`config.mk`:
```
export PLATFORM = sky130hd
export DESIGN_NAME = parallel_io_port_bank
export DESIGN_NICKNAME = d
export VERILOG_FILES = /design/src/rtl/pio_pkg.sv /design/src/rtl/pad_mux_cell.sv /design/src/rtl/parallel_io_port_bank.sv /design/src/rtl/port_regs.sv
export SDC_FILE = /design/constraint.sdc
export NUM_CORES = 1
export LEC_CHECK = 0
export ABC_CLOCK_PERIOD_IN_PS = 3500
export BUFFER_PORTS_ARGS = -buffer_cell sky130_fd_sc_hd__buf_2
export CORE_AREA = 2 2 254 256
export CTS_CLUSTER_DIAMETER = 120
export DETAILED_ROUTE_END_ITERATION = 12
export DIE_AREA = 0 0 256 258
export GPL_TIMING_DRIVEN = 0
export PLACE_DENSITY = 0.38
export SYNTH_ARGS = -nofsm -noshare
export SYNTH_HDL_FRONTEND = slang
export SYNTH_SLANG_ARGS = --single-unit
export TNS_END_PERCENT = 5
```
`constraint.sdc`:
```
create_clock -name clk_i -period 3.5 [get_ports clk_i]
set_input_delay 0.175 -clock clk_i [delete_from_list [all_inputs] [get_ports clk_i]]
set_output_delay 0.175 -clock clk_i [all_outputs]
set_load 0.02 [all_outputs]
```
`src/rtl/pio_pkg.sv`:
```
// Shared constants and carrier types for the parallel port bank
package pio_pkg;
    // ---------------------------------------------------------------
    // Geometry
    // ---------------------------------------------------------------
    localparam int NPORT = 5; // Ports B, C, D, E, F in that order
    localparam int PW = 16; // Bits per port
    localparam int NPIN = NPORT * PW; // Flattened pin count
    localparam int IW = 12; // Register index width
    localparam int AN_W = 9; // Analog channels, on port B low bits

    typedef logic [NPIN-1:0] pin_vec_t;
    typedef logic [PW-1:0] port_word_t;

    // ---------------------------------------------------------------
    // Register indices; byte address is four times the index
    // ---------------------------------------------------------------
    localparam logic [IW-1:0] DIR_IDX [NPORT] =
        '{12'h2c6, 12'h2cc, 12'h2d2, 12'h2d8, 12'h2de};
    localparam logic [IW-1:0] PIN_IDX [NPORT] =
        '{12'h2c8, 12'h2ce, 12'h2d4, 12'h2da, 12'h2e0};
    localparam logic [IW-1:0] LAT_IDX [NPORT] =
        '{12'h2ca, 12'h2d0, 12'h2d6, 12'h2dc, 12'h2e2};
    localparam logic [IW-1:0] ANALOG_IDX = 12'h2e4;

    // ---------------------------------------------------------------
    // Implemented bits, reset values, pin sharing
    // ---------------------------------------------------------------
    localparam port_word_t IMPL_MASK [NPORT] =
        '{16'h01ff, 16'he000, 16'h000f, 16'h013f, 16'h007f};
    // Pins whose only other user is an input function
    localparam port_word_t DEDICATED [NPORT] =
        '{16'h0000, 16'h0000, 16'h0000, 16'h0100, 16'h0000};
    localparam port_word_t LAT_RST = 16'h0000;
    localparam logic [AN_W-1:0] ANALOG_RST = 9'h000;

    // ---------------------------------------------------------------
    // Carriers
    // ---------------------------------------------------------------
    // Peripheral side of every pad: ownership, data, enable (low=drive)
    typedef struct packed {
        pin_vec_t own;
        pin_vec_t data;
        pin_vec_t oe_n;
    } periph_t;

    // Pad cell drive: data and enable (low = driving)
    typedef struct packed {
        pin_vec_t data;
        pin_vec_t oe_n;
    } pad_drv_t;
endpackage

```
`src/rtl/pad_mux_cell.sv`:
```
// One pad cell: output multiplexers and sampled input
`timescale 1ns/1ps
`default_nettype none
module pad_mux_cell #(
    parameter bit IMPL = 1'b1,
    parameter bit SHARED = 1'b1
) (
    input wire logic clk_i,
    input wire logic rst_i,
    input wire logic ce_i,
    input wire logic dir_i,
    input wire logic lat_i,
    input wire logic own_i,
    input wire logic p_data_i,
    input wire logic p_oe_n_i,
    input wire logic pad_i,
    input wire logic analog_i,
    output logic pad_o,
    output logic pad_oe_n_o,
    output logic pin_o
);
    // ---------------------------------------------------------------
    // Output multiplexers
    // ---------------------------------------------------------------
    wire logic take; // Peripheral currently owns the pad
    logic sample_reg; // Sampled pad level

    // An input-only partner never competes, so no mux is built
    assign take = SHARED & own_i;
    // Peripheral wins both data and enable while it owns the pad
    assign pad_o = IMPL & (take ? p_data_i : lat_i);
    // Port drive follows direction bit: 1 means driver off
    assign pad_oe_n_o = ~IMPL | (take ? p_oe_n_i : dir_i);

    // ---------------------------------------------------------------
    // Input path
    // ---------------------------------------------------------------
    // One stage; a read right after a change may see the old level
    always_ff @(posedge clk_i) begin
        if (rst_i) begin
            sample_reg <= 1'b0;
        end else if (ce_i) begin
            sample_reg <= pad_i & IMPL;
        end
    end

    // Analog channels read low whatever the pad does
    assign pin_o = sample_reg & ~analog_i;
endmodule
`default_nettype wire

```
`src/rtl/parallel_io_port_bank.sv`:
```
// Parallel port bank B..F with Wishbone register access
//
// Our own choice: the Wishbone register port.
`timescale 1ns/1ps
`default_nettype none
module parallel_io_port_bank (
    input wire logic clk_i,
    input wire logic rst_i,
    input wire logic ce_i,
    input wire logic cyc_i,
    input wire logic stb_i,
    input wire logic we_i,
    input wire logic [13:2] adr_i,
    input wire logic [3:0] sel_i,
    input wire logic [31:0] dat_i,
    output logic [31:0] dat_o,
    output logic ack_o,
    input wire pio_pkg::periph_t periph_i,
    input wire pio_pkg::pin_vec_t pad_in_i,
    output pio_pkg::pad_drv_t pad_o,
    output pio_pkg::pin_vec_t periph_in_o,
    output logic [pio_pkg::AN_W-1:0] adc_en_o
);
    // ---------------------------------------------------------------
    // Bus slave
    // ---------------------------------------------------------------
    wire logic req; // Master has a cycle open
    wire logic do_wr; // Write commits at the acked edge
    wire logic latch_rd; // Read data captured on the ask edge
    logic ack_reg; // One-cycle answer
    logic [31:0] dat_reg; // Registered read data

    assign req = cyc_i & stb_i;
    assign do_wr = req & we_i & ack_reg;
    assign latch_rd = req & ~ack_reg;
    assign ack_o = ack_reg;
    assign dat_o = dat_reg;

    // Answer one cycle after the request, drop it the cycle after
    always_ff @(posedge clk_i) begin
        if (rst_i) begin
            ack_reg <= 1'b0;
        end else if (ce_i) begin
            ack_reg <= latch_rd;
        end
    end

    // ---------------------------------------------------------------
    // Analog configuration
    // ---------------------------------------------------------------
    wire logic hit_an; // Address selects analog config
    wire logic [pio_pkg::AN_W-1:0] an_next;
    logic [pio_pkg::AN_W-1:0] an_reg; // One marks an analog channel
    pio_pkg::pin_vec_t analog_all; // Per pad analog flag

    assign hit_an = (adr_i == pio_pkg::ANALOG_IDX);
    assign an_next = {sel_i[1] ? dat_i[8] : an_reg[8],
        sel_i[0] ? dat_i[7:0] : an_reg[7:0]};
    assign analog_all = {{(pio_pkg::NPIN - pio_pkg::AN_W){1'b0}},
        an_reg};
    // Converter gets only pins marked analog
    assign adc_en_o = an_reg;

    // Analog config store, all digital out of reset
    always_ff @(posedge clk_i) begin
        if (rst_i) begin
            an_reg <= pio_pkg::ANALOG_RST;
        end else if (ce_i && do_wr && hit_an) begin
            an_reg <= an_next;
        end
    end

    // ---------------------------------------------------------------
    // Per-port storage and decode
    // ---------------------------------------------------------------
    pio_pkg::pin_vec_t dir_all; // All direction bits
    pio_pkg::pin_vec_t lat_all; // All latch bits
    pio_pkg::pin_vec_t pin_all; // All sampled pin levels
    pio_pkg::pin_vec_t impl_all; // Implemented pin mask
    pio_pkg::pin_vec_t shared_all; // Pins with an output partner
    logic [15:0] rd_chain [pio_pkg::NPORT+1]; // Read OR chain

    assign rd_chain[0] = hit_an ?
        {{(16 - pio_pkg::AN_W){1'b0}}, an_reg} : 16'h0000;

    genvar p;
    genvar b;
    generate
        for (p = 0; p < pio_pkg::NPORT; p++) begin : g_port
            wire logic hit_dir;
            wire logic hit_pin;
            wire logic hit_lat;
            wire logic [15:0] rd_word;

            // Pin register write lands in the latch too
            assign hit_dir = (adr_i == pio_pkg::DIR_IDX[p]);
            assign hit_pin = (adr_i == pio_pkg::PIN_IDX[p]);
            assign hit_lat = (adr_i == pio_pkg::LAT_IDX[p]);
            assign impl_all[p*16 +: 16] = pio_pkg::IMPL_MASK[p];
            assign shared_all[p*16 +: 16] = ~pio_pkg::DEDICATED[p];

            // Latch reads latch, pin reads the sampled pads
            assign rd_word =
                hit_dir ? dir_all[p*16 +: 16] :
                hit_lat ? lat_all[p*16 +: 16] :
                hit_pin ? pin_all[p*16 +: 16] :
                16'h0000;
            assign rd_chain[p+1] = rd_chain[p] | rd_word;

            port_regs #(
                .MASK(pio_pkg::IMPL_MASK[p])
            ) u_regs (
                .clk_i(clk_i),
                .rst_i(rst_i),
                .ce_i(ce_i),
                .wr_dir_i(do_wr & hit_dir),
                .wr_lat_i(do_wr & (hit_lat | hit_pin)),
                .sel_i(sel_i[1:0]),
                .wdata_i(dat_i[15:0]),
                .dir_o(dir_all[p*16 +: 16]),
                .lat_o(lat_all[p*16 +: 16])
            );

            // One cell per bit; missing bits are built disabled
            for (b = 0; b < 16; b++) begin : g_bit
                pad_mux_cell #(
                    .IMPL(pio_pkg::IMPL_MASK[p][b]),
                    .SHARED(~pio_pkg::DEDICATED[p][b])
                ) u_cell (
                    .clk_i(clk_i),
                    .rst_i(rst_i),
                    .ce_i(ce_i),
                    .dir_i(dir_all[p*16+b]),
                    .lat_i(lat_all[p*16+b]),
                    .own_i(periph_i.own[p*16+b]),
                    .p_data_i(periph_i.data[p*16+b]),
                    .p_oe_n_i(periph_i.oe_n[p*16+b]),
                    .pad_i(pad_in_i[p*16+b]),
                    .analog_i(analog_all[p*16+b]),
                    .pad_o(pad_o.data[p*16+b]),
                    .pad_oe_n_o(pad_o.oe_n[p*16+b]),
                    .pin_o(pin_all[p*16+b])
                );
            end
        end
    endgenerate

    // Pads always feed the peripherals as well as the port
    assign periph_in_o = pad_in_i & impl_all;

    // ---------------------------------------------------------------
    // Read data register
    // ---------------------------------------------------------------
    // Unmapped addresses still ack and return zero
    always_ff @(posedge clk_i) begin
        if (rst_i) begin
            dat_reg <= 32'h0000_0000;
        end else if (ce_i && latch_rd) begin
            dat_reg <= {16'h0000, rd_chain[pio_pkg::NPORT]};
        end
    end

    // ---------------------------------------------------------------
    // Checks
    // ---------------------------------------------------------------
    pio_pkg::pin_vec_t port_own; // Pads really owned by peripherals
    assign port_own = periph_i.own & shared_all & impl_all;

    chk_reset_inputs: assert property (
        @(posedge clk_i) $past(rst_i) && !rst_i |-> dir_all == impl_all
    ) else $error("direction not all inputs after reset");

    chk_periph_wins: assert property (
        @(posedge clk_i) disable iff (rst_i)
        ((pad_o.data ^ periph_i.data) & port_own) == '0 &&
        ((pad_o.oe_n ^ periph_i.oe_n) & port_own) == '0
    ) else $error("peripheral lost pad ownership");

    chk_port_drives: assert property (
        @(posedge clk_i) disable iff (rst_i)
        ((pad_o.data ^ lat_all) & ~port_own & impl_all) == '0 &&
        ((pad_o.oe_n ^ dir_all) & ~port_own & impl_all) == '0
    ) else $error("port drive does not follow latch and direction");

    chk_missing_zero: assert property (
        @(posedge clk_i) disable iff (rst_i)
        ((dir_all | lat_all | pin_all) & ~impl_all) == '0 &&
        (pad_o.oe_n & ~impl_all) == ~impl_all
    ) else $error("unimplemented bit active");

    chk_sample_stage: assert property (
        @(posedge clk_i) disable iff (rst_i)
        ce_i |=> pin_all == ($past(pad_in_i) & impl_all & ~analog_all)
    ) else $error("pin state not one stage behind pad");

    chk_analog_low: assert property (
        @(posedge clk_i) disable iff (rst_i)
        (pin_all & analog_all) == '0
    ) else $error("analog channel reads high");

    chk_pin_write: assert property (
        @(posedge clk_i) disable iff (rst_i)
        ce_i && do_wr && adr_i == pio_pkg::PIN_IDX[0] && sel_i[1:0] == 2'b11
        |=> lat_all[15:0] == ($past(dat_i[15:0]) & pio_pkg::IMPL_MASK[0])
    ) else $error("pin register write missed latch");

    chk_latch_read: assert property (
        @(posedge clk_i) disable iff (rst_i)
        ce_i && latch_rd && adr_i == pio_pkg::LAT_IDX[3]
        |=> ack_o && dat_o[15:0] == $past(lat_all[63:48])
    ) else $error("latch read wrong");

    chk_ack_pulse: assert property (
        @(posedge clk_i) disable iff (rst_i)
        ce_i && ack_o |=> !ack_o
    ) else $error("ack held over two cycles");

    chk_adc_digital: assert property (
        @(posedge clk_i) disable iff (rst_i)
        ce_i && do_wr && hit_an && sel_i[1:0] == 2'b11
        |=> adc_en_o == $past(dat_i[pio_pkg::AN_W-1:0])
    ) else $error("converter routing does not follow config");
endmodule
`default_nettype wire

```
`src/rtl/port_regs.sv`:
```
// Direction and output latch storage for one port
`timescale 1ns/1ps
`default_nettype none
module port_regs #(
    parameter logic [15:0] MASK = 16'hffff
) (
    input wire logic clk_i,
    input wire logic rst_i,
    input wire logic ce_i,
    input wire logic wr_dir_i,
    input wire logic wr_lat_i,
    input wire logic [1:0] sel_i,
    input wire logic [15:0] wdata_i,
    output logic [15:0] dir_o,
    output logic [15:0] lat_o
);
    // ---------------------------------------------------------------
    // Byte lane merge
    // ---------------------------------------------------------------
    wire logic [15:0] lane_mask; // Bytes the master writes
    wire logic [15:0] dir_next;
    wire logic [15:0] lat_next;

    assign lane_mask = {{8{sel_i[1]}}, {8{sel_i[0]}}};
    // Missing bits never store, so they always read as zero
    assign dir_next = ((dir_o & ~lane_mask) | (wdata_i & lane_mask)) & MASK;
    assign lat_next = ((lat_o & ~lane_mask) | (wdata_i & lane_mask)) & MASK;

    // ---------------------------------------------------------------
    // Storage
    // ---------------------------------------------------------------
    // Reset makes every implemented pin an input
    always_ff @(posedge clk_i) begin
        if (rst_i) begin
            dir_o <= MASK;
            lat_o <= pio_pkg::LAT_RST;
        end else if (ce_i) begin
            if (wr_dir_i) begin
                dir_o <= dir_next;
            end
            if (wr_lat_i) begin
                lat_o <= lat_next;
            end
        end
    end
endmodule
`default_nettype wire

```
==> results.py <==
metrics = {
    "outcome": {
        "status": "finished clean",
    },
    "placement": {
        "placed_cells": 2164,
        "dp_hpwl_um": 31900,
        "globalplace.congestion": 0.837,
        "portBuffers": 254,
    },
    "global_routing": {
        "grt_pass1_wl_um": 50600,
        "grt_pass1_vias": 6723,
        "gr-total-overflow": 0,
        "grt_max_degree": 19,
        "grt_util_all_layers_pct": 10.7,
        "antenna_found_initial": 14,
    },
    "drt": {
        "via_per_inst": 3.26,
        "wl_per_cell_um": 16.8,
        "initialDrtViolationCount": 255,
        "drc_errors": 0,
        "finalWirelength_um": 36700,
        "first_pass_iters": 5,
        "vias": 7107,
        "ant_nets": 0,
    },
    "critical_path": {
        "crit_chain": "nor2b_1 -> clkbuf_1 -> o211ai_1 -> a21oi_1",
        "r2r_end": "dat_o[7]",
        "cp-end-kind": "register",
        "start_kind": "register",
        "worstPathRequired_ps": 3790,
        "r2r_cells": 4,
        "cpPeakStageDelay_ps": 620,
        "cp_slowest_cell": "nor2b_1",
        "reg2reg_slack_ps": 1590,
        "worst_ep_arrival_time_ps": 2190,
        "path_class": "register to register",
        "cp_max_fo": 10,
        "worst_r2r_startpoint": "ack_o",
    },
    "yosys": {
        "synth_ff_type": "dfxtp_1",
        "synth_area_sq_um": 8060,
        "synth_edf_count": 0,
        "yosysWarnings": 0,
        "yosys_register_bits": 112,
        "postSynthCellCount": 887,
        "synth_cell_type_count": 74,
        "synth.largest_area_cell": "dfxtp_1",
        "synth_top_area_share_pct": 27.8,
        "synthArstFlopShare_pct": 0,
        "synth_area_leaders": "dfxtp_1 (28%), buf_4 (26%), mux2i_1 (9.9%)",
        "syn_area_per_cell_sq_um": 9.09,
        "yosysSeqAreaShare_pct": 27.8,
    },
    "sta": {
        "setup_viol": 0,
        "fmax_mhz": 524,
        "hold_viol_final": 0,
        "min_period_over_period_pct": 54.5,
        "post-route-min-period_ps": 1910,
        "tns_ps": 0,
        "relSlewSlack_pct": 22.4,
        "rsz0062_at_grt": "false",
        "worst_pin_slew_ps": 1160,
        "fin_skew_ps": 12.9,
        "drv_slew": 0,
    },
    "die": {
        "pin_count": 656,
        "die_width_um": 256,
        "die_area_sq_um": 66000,
        "fp.dieH_um": 258,
        "rows": 93,
        "core_area_sq_um": 63600,
        "initial_core_util_pct": 12.7,
    },
    "clocking": {
        "htree_num_levels": 3,
        "clock-sinks": 112,
        "cts_tree": "yes",
        "hold_buffers": 0,
        "worst_skew_pair.late_latency_ps": 370,
        "cts_resized": 0,
        "path_clk_slew_ps": 70,
        "cts-buffers-inserted": 9,
        "clock_path_buffers": 2,
        "cts_root_buf": "clkbuf_16",
        "postCtsSetupBuffers": 0,
    },
    "layout": {
        "layout-drive-gt1-share_pct": 49.1,
        "final_common_cell": "buf_4",
        "area_delta_synth_final_pct": 40.9,
        "regArea_sq_um": 2240,
        "n_fill_cell": 7158,
        "multi_input_area_sq_um": 4180,
        "fin_nets": 1694,
        "layout_common_cells": "buf_4 (275), buf_2 (263), conb_1 (170), dfxtp_1 (112), nor2_1 (97)",
        "final_cells": 2182,
        "finish.utilization_pct": 17.8,
    },
    "worst_hold_path": {
        "hp-class": "input pin to register",
        "hold_path_startpoint": "dat_i[15]",
        "hold_depth": 2,
    },
    "flow_run": {
        "maxCapViolCount": 0,
    },
    "pwr": {
        "peakVddDrop_uv": 230,
        "power_leakage_uw": 0.00535,
        "p_total_uw": 3370,
        "power_density_nw_per_um2": 297,
    },
}
## how the worst max path moves through the flow
stage / from / end / slack [ps] / cells past startpoint
6_report: ack_o / dat_o[7] / 1590 / 4
5_1_grt: ack_o / dat_o[7] / 1390 / 4
4_1_cts: ack_o / dat_o[7] / 1520 / 4
3_5_place_dp: adr_i[13] / dat_o[15] / 1190 / 7
3_3_place_gp: adr_i[13] / register / 1190 / 8
2_1_floorplan: ack_o / register / 1830 / 5
## logic make-up after synthesis
| logic type | Yosys count | synth area share, % |
|---|---|---|
| mux | 146 | 19.6 |
| buf+inv | 322 | 28.2 |
| flops | 112 | 27.8 |
| other cells | 2 | 0.0931 |
| simple gates | 206 | 14.5 |
| compound gates | 99 | 9.78 |
## routing by layer
layer	global-route usage [%]	share of wire [%]	vias up
li1	-	-	3493
met1	13.5	45	3249
met2	18.3	47	309
met3	3.17	7.0	38
met4	1.62	0.87	18
met5	0	0.33	-
## Yosys cell counts, types with 4 or more instances
cell and instances:
dfxtp_1 112, a32oi_1 7, o211ai_1 4, inv_1 12, nor4_1 4, a31oi_1 6
o21ai_0 8, nor2b_1 22, a21oi_1 8, buf_4 275, nor2_1 97, a22oi_1 12
mux2i_1 80, nand2_1 12, mux2_2 63, buf_2 9, nor3_1 8, a211o_1 28
nand3_1 7, nand2b_1 7, clkbuf_1 21
## final cells by class
| cell class | count | share of cell area [%] |
|---|---|---|
| inverter | 12 | 0.397 |
| multi-input combinational | 621 | 36.8 |
| clock inverter | 5 | 0.782 |
| buffer | 310 | 19.6 |
| tap | 855 | 9.42 |
| timing repair buffer | 254 | 11.2 |
| sequential | 112 | 19.7 |
| clock buffer | 10 | 2.02 |
| antenna | 3 | 0.0661 |
## where the power goes
part	total (uW)	internal [uW]	switching, uW
sequential	1320	1300	18.3
clock	1160	635	525
combinational	895	387	507
## critical path: cells and delay by family (launching register included)
family / cells / cell delay (ps)
and+or+nand+nor: 1 / 620
AOI/OAI and AO/OA: 2 / 380
DFF: 1 / 390
buffers and inverters: 1 / 440
## through the flow
step                      cell area, sq um  setup WS [ps]  hold WS (ps)
final                                11400           1590          37.1
after global routing                 11400           1390          31.2
after CTS                            11400           1520          25.1
after detailed placement             11000           1190           406
after global placement               11000           1190           402
after floorplan                       8690           1830           293
No activity file was read; power rests on OpenSTA's default activity.
